[config.mk]
export PLATFORM = sky130hd
export DESIGN_NAME = siexec_core
export DESIGN_NICKNAME = d
export VERILOG_FILES = /design/src/rtl/siexec_pkg.sv /design/src/rtl/siexec_incr.sv /design/src/rtl/siexec_core.sv
export SDC_FILE = /design/constraint.sdc
export NUM_CORES = 1
export LEC_CHECK = 0
export BUFFER_PORTS_ARGS = -buffer_cell sky130_fd_sc_hd__buf_2
export CELL_PAD_IN_SITES_DETAIL_PLACEMENT = 1
export CELL_PAD_IN_SITES_GLOBAL_PLACEMENT = 2
export CORE_AREA = 2 2 157 97
export DETAILED_ROUTE_END_ITERATION = 10
export DIE_AREA = 0 0 159 99
export PLACE_DENSITY_LB_ADDON = 0.05
export SLEW_MARGIN = 20
export SYNTH_ARGS = -nofsm -noshare
export SYNTH_HDL_FRONTEND = slang
export SYNTH_SLANG_ARGS = --single-unit
[constraint.sdc]
create_clock -name sys_clk_i -period 2.75 [get_ports sys_clk_i]
set_clock_uncertainty 0.05 [all_clocks]
set_input_delay 0.4125 -clock sys_clk_i [delete_from_list [all_inputs] [get_ports sys_clk_i]]
set_output_delay 0.4125 -clock sys_clk_i [all_outputs]
set_load 0.005 [all_outputs]
[src/rtl/siexec_pkg.sv]
// Constants, encodings and reset values for the skip-increment and table-read execution unit
package siexec_pkg;
  localparam logic [5:0]  SIE_OP_INCSZ   = 6'h0f;   // 0011 11
  localparam logic [5:0]  SIE_OP_INSNZ   = 6'h12;   // 0100 10
  localparam logic [13:0] SIE_OP_TABLE_READ_OP   = 14'h0002; // 0000 0000 0000 10 followed by mode
  localparam logic [15:0] SIE_OP_SLEEP   = 16'h0003;
  localparam logic [1:0]  SIE_TM_NONE    = 2'h0;
  localparam logic [1:0]  SIE_TM_POSTINC = 2'h1;
  localparam logic [1:0]  SIE_TM_POSTDEC = 2'h2;
  localparam logic [1:0]  SIE_TM_PREINC  = 2'h3;
  localparam logic [7:0]  SIE_IDX_LIMIT  = 8'h5f;
  localparam int          SIE_TP_W       = 21;
  localparam logic [SIE_TP_W-1:0] SIE_TP_RST = 21'h000000;
  localparam logic [7:0]  SIE_BYTE_RST   = 8'h00;
  localparam logic [1:0]  SIE_Q_LAST     = 2'h3;     // Four quarter cycles per instruction cycle
  typedef enum logic [2:0] {SIE_EXEC, SIE_NOP1, SIE_NOP2, SIE_TBL2, SIE_SLEEPING} siexec_state_t;
endpackage

[src/rtl/siexec_incr.sv]
// Incrementer, skip decision and data address formation for byte-oriented ops
`timescale 1ns/1ps
`default_nettype none
module siexec_incr
  import siexec_pkg::*;
(
  input  wire logic       is_incsz_i,
  input  wire logic [7:0] operand_i,
  input  wire logic       acc_bit_i,
  input  wire logic       ext_en_i,
  input  wire logic [7:0] faddr_i,
  input  wire logic [3:0] bank_select_reg_i,
  input  wire logic [7:0] fsr2_i,
  output logic [7:0]      result_o,
  output logic            skip_o,
  output logic [11:0]     daddr_o,
  output logic            indexed_o
);
  // Sum and skip condition, sense chosen by opcode
  assign result_o  = operand_i + 8'h01;
  assign skip_o    = is_incsz_i ? (result_o == 8'h00) : (result_o != 8'h00);
  // Bank and addressing mode selection
  assign indexed_o = !acc_bit_i && ext_en_i && (faddr_i <= SIE_IDX_LIMIT);
  assign daddr_o   = indexed_o ? {4'h0, fsr2_i + faddr_i} :
                     acc_bit_i ? {bank_select_reg_i, faddr_i} :
                     (faddr_i[7] ? {4'hf, faddr_i} : {4'h0, faddr_i});
endmodule
`default_nettype wire

[src/rtl/siexec_core.sv]
// Execution sequencer for increment-skip, table read and low-power entry ops
`timescale 1ns/1ps
`default_nettype none
module siexec_core
  import siexec_pkg::*;
(
  input  wire logic                sys_clk_i,
  input  wire logic                rst_b_i,
  input  wire logic                instr_valid_i,   // Instruction word at Q1 of a cycle
  input  wire logic [15:0]         instr_i,
  input  wire logic                next_two_word_i, // Prefetched next is a two-word op
  input  wire logic                ext_en_i,
  input  wire logic [3:0]          bank_select_reg_i,
  input  wire logic [7:0]          fsr2_i,
  input  wire logic [7:0]          file_rdata_i,
  input  wire logic [7:0]          pmem_rdata_i,
  output logic [1:0]               qphase_o,
  output logic                     busy_o,
  output logic [11:0]              file_addr_o,
  output logic                     file_we_o,
  output logic [7:0]               file_wdata_o,
  output logic                     w_we_o,
  output logic [7:0]               w_wdata_o,
  output logic                     flush_o,
  output logic                     pmem_re_o,
  output logic [SIE_TP_W-1:0]      table_pointer_o,
  output logic [7:0]               table_latch_o,
  output logic                     watchdog_clr_o,
  output logic                     timeout_flag_o,
  output logic                     powerdown_flag_o,
  output logic                     osc_stop_o
);
  siexec_state_t state_reg, state_next;
  logic [1:0]          q_reg;
  logic [15:0]         ir_reg;
  logic [SIE_TP_W-1:0] tp_reg, tp_next;
  logic [7:0]          tl_reg, tl_next;
  logic [11:0]         fa_reg;
  logic                fwe_reg, wwe_reg, fl_reg, pre_reg, wdc_reg, to_reg, pd_reg, osc_reg;
  logic [7:0]          fwd_reg, wwd_reg;
  logic                extra_reg;
  logic                act_reg;   // An instruction was taken and is in its execute cycle
  logic                busy_reg;  // Registered copy of the not-executing state

  ////////////////////////////////////////////////////////////////////////////////
  // Timing of one instruction cycle
  // The word is taken at the edge where the quarter counter reads 0 and is held
  // in the instruction register from then on. The file address is formed from
  // the live word at that same edge, so the memory side has three quarters to
  // return the operand. All execute decisions at the last quarter use the held
  // word, never the live bus: the live word may already have moved on, and a
  // decode of the live bus at quarter 3 need not see the taken instruction.
  // Write-back, flush and the table read strobe are registered at the last
  // quarter and stand for exactly one clock at the start of the next cycle.
  // Busy is registered from the next state so that it rises with the state
  // and stays glitch free at the port.

  ////////////////////////////////////////////////////////////////////////////////
  // Decode
  wire       q_end     = (q_reg == SIE_Q_LAST);
  wire       take      = (state_reg == SIE_EXEC) && instr_valid_i && (q_reg == 2'h0);
  // Execute-time decode works on the held instruction word
  wire       is_incsz  = (ir_reg[15:10] == SIE_OP_INCSZ);
  wire       is_insnz  = (ir_reg[15:10] == SIE_OP_INSNZ);
  wire       is_incr   = is_incsz || is_insnz;
  wire       is_tbl    = (ir_reg[15:2] == SIE_OP_TABLE_READ_OP);
  wire       is_sleep  = (ir_reg == SIE_OP_SLEEP);
  wire [1:0] tmode     = ir_reg[1:0];
  wire       dest_file = ir_reg[9];
  wire [7:0] inc_res;
  wire       skip;
  wire [11:0] daddr;

  siexec_incr u_incr (
    .is_incsz_i        (is_incsz),
    .operand_i         (file_rdata_i),
    .acc_bit_i         (instr_i[8]),
    .ext_en_i          (ext_en_i),
    .faddr_i           (instr_i[7:0]),
    .bank_select_reg_i (bank_select_reg_i),
    .fsr2_i            (fsr2_i),
    .result_o          (inc_res),
    .skip_o            (skip),
    .daddr_o           (daddr),
    .indexed_o         ()
  );

  // Table pointer update; pre-increment moves before the read, post-increment and post-decrement after
  wire [SIE_TP_W-1:0] tp_inc = tp_reg + 21'h000001;
  wire [SIE_TP_W-1:0] tp_dec = tp_reg - 21'h000001;

  ////////////////////////////////////////////////////////////////////////////////
  // Next-state logic, evaluated at the last quarter of a cycle
  always_comb begin
    state_next = state_reg;
    tp_next    = tp_reg;
    tl_next    = tl_reg;
    if (q_end) begin
      case (state_reg)
        SIE_EXEC: begin
          if (act_reg && is_tbl) begin
            state_next = SIE_TBL2;
            if (tmode == SIE_TM_PREINC) begin
              tp_next = tp_inc;
            end
          end else if (act_reg && is_incr && skip) begin
            state_next = SIE_NOP1;
          end else if (act_reg && is_sleep) begin
            state_next = SIE_SLEEPING;
          end
        end
        SIE_NOP1: begin
          state_next = extra_reg ? SIE_NOP2 : SIE_EXEC;
        end
        SIE_NOP2: begin
          state_next = SIE_EXEC;
        end
        SIE_TBL2: begin
          tl_next    = pmem_rdata_i;
          state_next = SIE_EXEC;
          case (ir_reg[1:0])
            SIE_TM_POSTINC: tp_next = tp_inc;
            SIE_TM_POSTDEC: tp_next = tp_dec;
            default:        tp_next = tp_reg;
          endcase
        end
        SIE_SLEEPING: begin
          state_next = SIE_SLEEPING;                                      // Left only by reset
        end
        default: begin
          state_next = SIE_EXEC;
        end
      endcase
    end
  end

  ////////////////////////////////////////////////////////////////////////////////
  // Sequencer registers
  always_ff @(posedge sys_clk_i) begin
    if (!rst_b_i) begin
      state_reg <= SIE_EXEC;
      q_reg     <= 2'h0;
      ir_reg    <= 16'h0000;
      tp_reg    <= SIE_TP_RST;
      tl_reg    <= SIE_BYTE_RST;
      extra_reg <= 1'b0;
      act_reg   <= 1'b0;
      busy_reg  <= 1'b0;
    end else begin
      state_reg <= state_next;
      busy_reg  <= (state_next != SIE_EXEC);
      // Execute flag lives from the take edge to the last quarter
      if (take) begin
        act_reg <= 1'b1;
      end else if (q_end) begin
        act_reg <= 1'b0;
      end
      q_reg     <= q_reg + 2'h1;
      tp_reg    <= tp_next;
      tl_reg    <= tl_next;
      if (take) begin
        ir_reg    <= instr_i;
        extra_reg <= next_two_word_i;
      end
    end
  end

  ////////////////////////////////////////////////////////////////////////////////
  // Write-back and side effects; all pulses last one clock at Q1 of the next cycle
  wire wb       = act_reg && is_incr && q_end;
  wire sleep_go = act_reg && is_sleep && q_end;
  always_ff @(posedge sys_clk_i) begin
    if (!rst_b_i) begin
      fa_reg  <= 12'h000;
      fwe_reg <= 1'b0;
      fwd_reg <= SIE_BYTE_RST;
      wwe_reg <= 1'b0;
      wwd_reg <= SIE_BYTE_RST;
      fl_reg  <= 1'b0;
      pre_reg <= 1'b0;
      wdc_reg <= 1'b0;
      to_reg  <= 1'b1;
      pd_reg  <= 1'b1;
      osc_reg <= 1'b0;
    end else begin
      if (take) begin
        fa_reg <= daddr;
      end
      fwe_reg <= wb && dest_file;
      wwe_reg <= wb && !dest_file;
      fwd_reg <= inc_res;
      wwd_reg <= inc_res;
      fl_reg  <= wb && skip;
      pre_reg <= (state_next == SIE_TBL2) && q_end;
      wdc_reg <= sleep_go;
      if (sleep_go) begin
        to_reg  <= 1'b1;
        pd_reg  <= 1'b0;
        osc_reg <= 1'b1;
      end
    end
  end

  // Output drive straight from flip-flops
  assign qphase_o         = q_reg;
  assign busy_o           = busy_reg;
  assign file_addr_o      = fa_reg;
  assign file_we_o        = fwe_reg;
  assign file_wdata_o     = fwd_reg;
  assign w_we_o           = wwe_reg;
  assign w_wdata_o        = wwd_reg;
  assign flush_o          = fl_reg;
  assign pmem_re_o        = pre_reg;
  assign table_pointer_o  = tp_reg;
  assign table_latch_o    = tl_reg;
  assign watchdog_clr_o   = wdc_reg;
  assign timeout_flag_o   = to_reg;
  assign powerdown_flag_o = pd_reg;
  assign osc_stop_o       = osc_reg;
endmodule
`default_nettype wire

# --- After elaboration in Yosys (flattened, before gate mapping) ---
# Index checks and enable logic that the tools add are counted.
word_totals:
  wordCells: 80
  register_bits: 80
  out_inout_bits: 68
op_classes:
  n_reduce_logical: 26
  n_lt_le_gt_ge: 1
  n_eq_ne: 15
  n_mux: 16
  addsub: 5
op_table:
  columns: ["operator", "n"]
  rows:
  - ["$pmux W21 S2", 2]
  - ["$mux W21", 2]
  - ["$mux W12", 3]
  - ["$add A21 B1 Y21 const B", 1]
  - ["$sub A21 B1 Y21 const B", 1]
  - ["$eq A16 B2 Y1 const B", 1]
  - ["$eq A14 B2 Y1 const B", 1]
  - ["$logic_and A1 B1 Y1", 14]
  - ["$mux W3", 4]
  - ["$pmux W3 S3", 1]
  - ["$add A8 B1 Y8 const B", 1]
  - ["$add A8 B8 Y8", 1]
  - ["$le A8 B7 Y1 const B", 1]
  - ["$logic_not A8 Y1", 1]
  - ["$reduce_bool A8 Y1", 1]
  - ["$eq A2 B2 Y1 const B", 3]
  - ["$eq A3 B2 Y1 const B", 2]
  - ["$eq A6 B4 Y1 const B", 1]
  - ["$eq A6 B5 Y1 const B", 1]
  - ["$reduce_and A5 Y1", 1]
  - ["$ne A2 B1 Y1 const B", 2]
  - ["$reduce_bool A2 Y1", 2]
  - ["$eq A3 B1 Y1 const B", 1]
  - ["$eq A3 B3 Y1 const B", 1]
  - ["other kinds (11)", 14]

# --- Longest topological paths before layout ---
depth:
  depth_word: 10
  ltp_mapped: 9
  mapped_depth_nobuf: 9

# --- By module ---
# A second synthesis with hierarchy kept.
hier_totals:
  cells_unflattened: 530
  area_unflattened_um2: 4196.5
by_module_without_submodules:
  columns: ["module", "area_per_inst_um2", "n_inst", "cells_per_inst", "seq_area_each_um2"]
  rows:
  - ["siexec_core", 3601.0, 1, 437, 1601.5]
  - ["siexec_incr", 595.6, 1, 93, 0.0]

# --- Least setup slack after synthesis ---
# No wires, ideal clock.
synth_path:
  kind: "register -> register"
  start: "register q_reg[0], in the netlist qphase_o[0]"
  end: "register tp_reg[8], in the netlist table_pointer_o[8]"
  path_stages_with_launch: 9
  arrival_ps: 1914
  period_less_slack_ps: 2079
  path_buffers: 1
  setup_time_ps: 115
  setup_slack_ps: 671
  cell_sequence: "dfxtp_1 > ha_1 > nor2b_1 > nand3_1 > a21oi_1 > clkbuf_1 > o21ai_0 > xnor2_1 > and2_1"
synth_via:
  elab_chain_cells: 2
synth_rtl:
  columns: ["item", "line", "rtl"]
  rows:
  - ["start, declared", "siexec_core.sv:34", "logic [1:0] q_reg;"]
  - ["start signal, assigned", "siexec_core.sv:158", "q_reg <= q_reg + 2'h1;"]
  - ["$eq A2 B2 Y1", "siexec_core.sv:60", "wire q_end = (q_reg == SIE_Q_LAST);"]
  - ["$reduce_and A5 Y1 (no line)", null, null]
  - ["end signal, assigned", "siexec_core.sv:159", "tp_reg <= tp_next;"]
  - ["end, declared", "siexec_core.sv:36", "logic [SIE_TP_W-1:0] tp_reg, tp_next;"]
# No other way between the ends.
# A chain may end at the register's enable or synchronous reset.

# --- Worst setup path after layout ---
layout_path:
  start: "register q_reg[1], in the netlist qphase_o[1]"
  end: "register tp_reg[13], in the netlist table_pointer_o[13]"
# The elaborated chain is that of the path after synthesis.

==> results.sh <==
export IMPL_cp_required_ns=2.97
export IMPL_period_share_pct=87.3
export IMPL_power_leakage_nw=2.23
export IMPL_antenna_found_initial=0
export IMPL_layout_cells_non_filler=826
export IMPL_nNetsFinal=686
export IMPL_slew_violations=0
export IMPL_via_per_inst=4.94
export IMPL_die_area_um2=15700
export IMPL_ant_nets=0
export IMPL_postCtsHoldBufs=0
export IMPL_syn_inst=523
export IMPL_area_delta_synth_final_pct=24.4
export IMPL_post_cts_setup_buffer_count=0
export IMPL_cts_tree="yes"
export IMPL_worstHoldPathType="in2reg"
export IMPL_initial_core_util_pct=29.6
export IMPL_htree_levels=3
export IMPL_total_power_mw=2.83
export IMPL_r2r_end="table_pointer_o[13]"
export IMPL_dpl_cell_count=810
export IMPL_dr_pass1_iters=4
export IMPL_drive_gt1_share_pct=24.5
export IMPL_hold_start="pmem_rdata_i[1]"
export IMPL_vias=4081
export IMPL_ys_seq_area_share_pct=37.9
export IMPL_cp_data_arrival_time_ns=2.62
export IMPL_synth_cell_area_um2=4230
export IMPL_synth_ff_type="dfxtp_1"
export IMPL_dieWidth_um=159
export IMPL_clk_pin_slew_ns=0.07
export IMPL_grt_first_pass_wirelength_mm=21.9
export IMPL_worstSetupPathType="reg2reg"
export IMPL_cts_sink_count=80
export IMPL_io_pins=117
export IMPL_wl_per_cell_um=16.0
export IMPL_worst_path_max_fanout=12
export IMPL_finalCriticalPeriod_ns=2.40
export IMPL_power_density_nw_per_um2=539
export IMPL_ir_worst_vdd_mv=0.287
export IMPL_outcome="finished clean"
export IMPL_rrSetupSlack_ns=0.35
export IMPL_clk_path_buf_depth=2
export IMPL_ys_warn_count=0
export IMPL_min_path_cells=3
export IMPL_largest_reg_flops=21
export IMPL_drc=0
export IMPL_synth_cell_types=62
export IMPL_fmax_mhz=416
export IMPL_grt_pass1_vias=4026
export IMPL_whs_endpoint="table_latch_o[1]"
export IMPL_synthesis_nets=586
export IMPL_clockRootBuffer="clkbuf_16"
export IMPL_finalHoldViolCount=0
export IMPL_drtIter0Drc=150
export IMPL_ys_ff_latch=80
export IMPL_finalSetupViolCount=0
export IMPL_grt_total_usage_pct=17.3
export IMPL_std_cell_rows=34
export IMPL_maxCapViolCount=0
export IMPL_synthArstFlopShare_pct=0
export IMPL_synth_edf_count=0
export IMPL_hpwl_mm=10.2
export IMPL_rsz0062_at_grt="no"
export IMPL_die_h_um=99
export IMPL_reg2reg_from="qphase_o[1]"
export IMPL_end_kind="flop"
export IMPL_port_buffers=115
export IMPL_post_dp_cell_area_um2=4940
export IMPL_clk_latency_ns=0.34
export IMPL_drt_total_wl_mm=13.2
export IMPL_final_area_um2=5260
export IMPL_gp_congestion=0.785
export IMPL_worstRegToRegCells=8
export IMPL_core_area_um2=14300
export IMPL_relSlewSlack_pct=37.9
export IMPL_worst_setup_path_start_kind="flop"
export IMPL_grt_max_degree=49
export IMPL_num_antenna_cells=0
export IMPL_cts_repair_resized=0
export IMPL_grt_remaining_overflow=0
export IMPL_tns_ns=0
export IMPL_postSynthAreaPerCell_um2=8.08
export IMPL_cts_buffers=9
export IMPL_tightest_slew_ns=0.928
==> cell type report <==
type                            instances  area (um^2)
Fill cell                            1789         9040
Clock buffer                           11          233
Timing Repair Buffer                  125          663
Clock inverter                          5         81.3
Inverter                               17         63.8
Tap cell                              198          248
Sequential cell                        80         1600
Multi-Input combinational cell        390         2370
==> logic make-up after synthesis <==
logic type                 synth area share (%)
xor gates and xnor gates                   4.56
other                                    0.0887
muxes                                      1.66
DFF                                        37.9
AOI/OAI and AO/OA                          17.2
adders and majority gates                  4.32
buffers and inverters                      6.13
and+or+nand+nor                            28.2
==> per-stage QoR <==
step,hold slack [ns],worst slack (ns),utilization [%]
after CTS,0.251,0.332,36.8
after detailed placement,0.393,0.348,34.6
after global placement,0.382,0.393,34.6
after floorplan,0.386,0.671,-
after global routing,0.257,0.139,36.8
final,0.260,0.349,36.8
==> report_power, final <==
group          internal, mW  switching, mW
logic                 0.134          0.171
registers              1.20         0.0322
clock network         0.796          0.495
==> Yosys cell counts, drive strengths merged, types with 10 or more instances <==
cell,number,area [um^2]
nand2,84,318
dfxtp,80,1600
a21oi,42,214
nor2,31,116
nor3,22,110
o21ai,20,100
buf,19,130
clkbuf,17,65.1
inv,17,63.8
xnor2,17,149
ha,13,163
nand3,13,65.1
and2,11,68.8
nor4,10,92.6
==> layout by cell type, fill, tap and decap left out, types with 3 or more instances in the layout <==
cell and count:
and2_1 11, buf_4 9, buf_2 115, o21a_1 6, and4_1 3, a21oi_1 41, nand3_1 13, nor3_1 22
ha_1 13, inv_1 16, nor2_1 31, nand4_1 7, o211ai_1 6, clkbuf_16 9, xor2_1 5, a21o_1 4
nand2b_1 9, mux2i_1 7, or3_1 8, xnor2_1 17, o22ai_1 6, and3_1 7, nand2_1 83, nor2b_1 6
a211oi_1 9, o21ai_0 19, nor4_1 8, nand4b_1 3, dfxtp_1 80, or2_2 3, a31oi_1 7
==> routing by layer <==
metal / GRT usage, % / share of wire (%)
met5: 0 / 0
met4: 3.71 / 0.85
met3: 5.22 / 6.3
met2: 23.7 / 38
met1: 26.3 / 55
==> how the worst max path moves through the flow <==
stage | startpoint | endpoint | slack [ns] | depth (start not counted)
after floorplan | qphase_o[0] | table_pointer_o[8] | 0.67 | 8
after global placement | qphase_o[0] | table_pointer_o[13] | 0.39 | 8
after detailed placement | qphase_o[1] | table_pointer_o[4] | 0.35 | 7
after CTS | qphase_o[1] | table_pointer_o[4] | 0.33 | 7
after global routing | qphase_o[1] | table_pointer_o[13] | 0.14 | 8
final | qphase_o[1] | table_pointer_o[13] | 0.35 | 8
==> critical path, cell delays in order (launching register included) <==
cell and delay [ns]:
dfxtp_1 0.36, ha_1 0.26, nor2b_1 0.19, nand3_1 0.11, buf_4 0.16, a21oi_1 0.07, nor2_1 0.71, o21ai_0 0.25
a21oi_1 0.17
(Power assumes the default switching activity.)
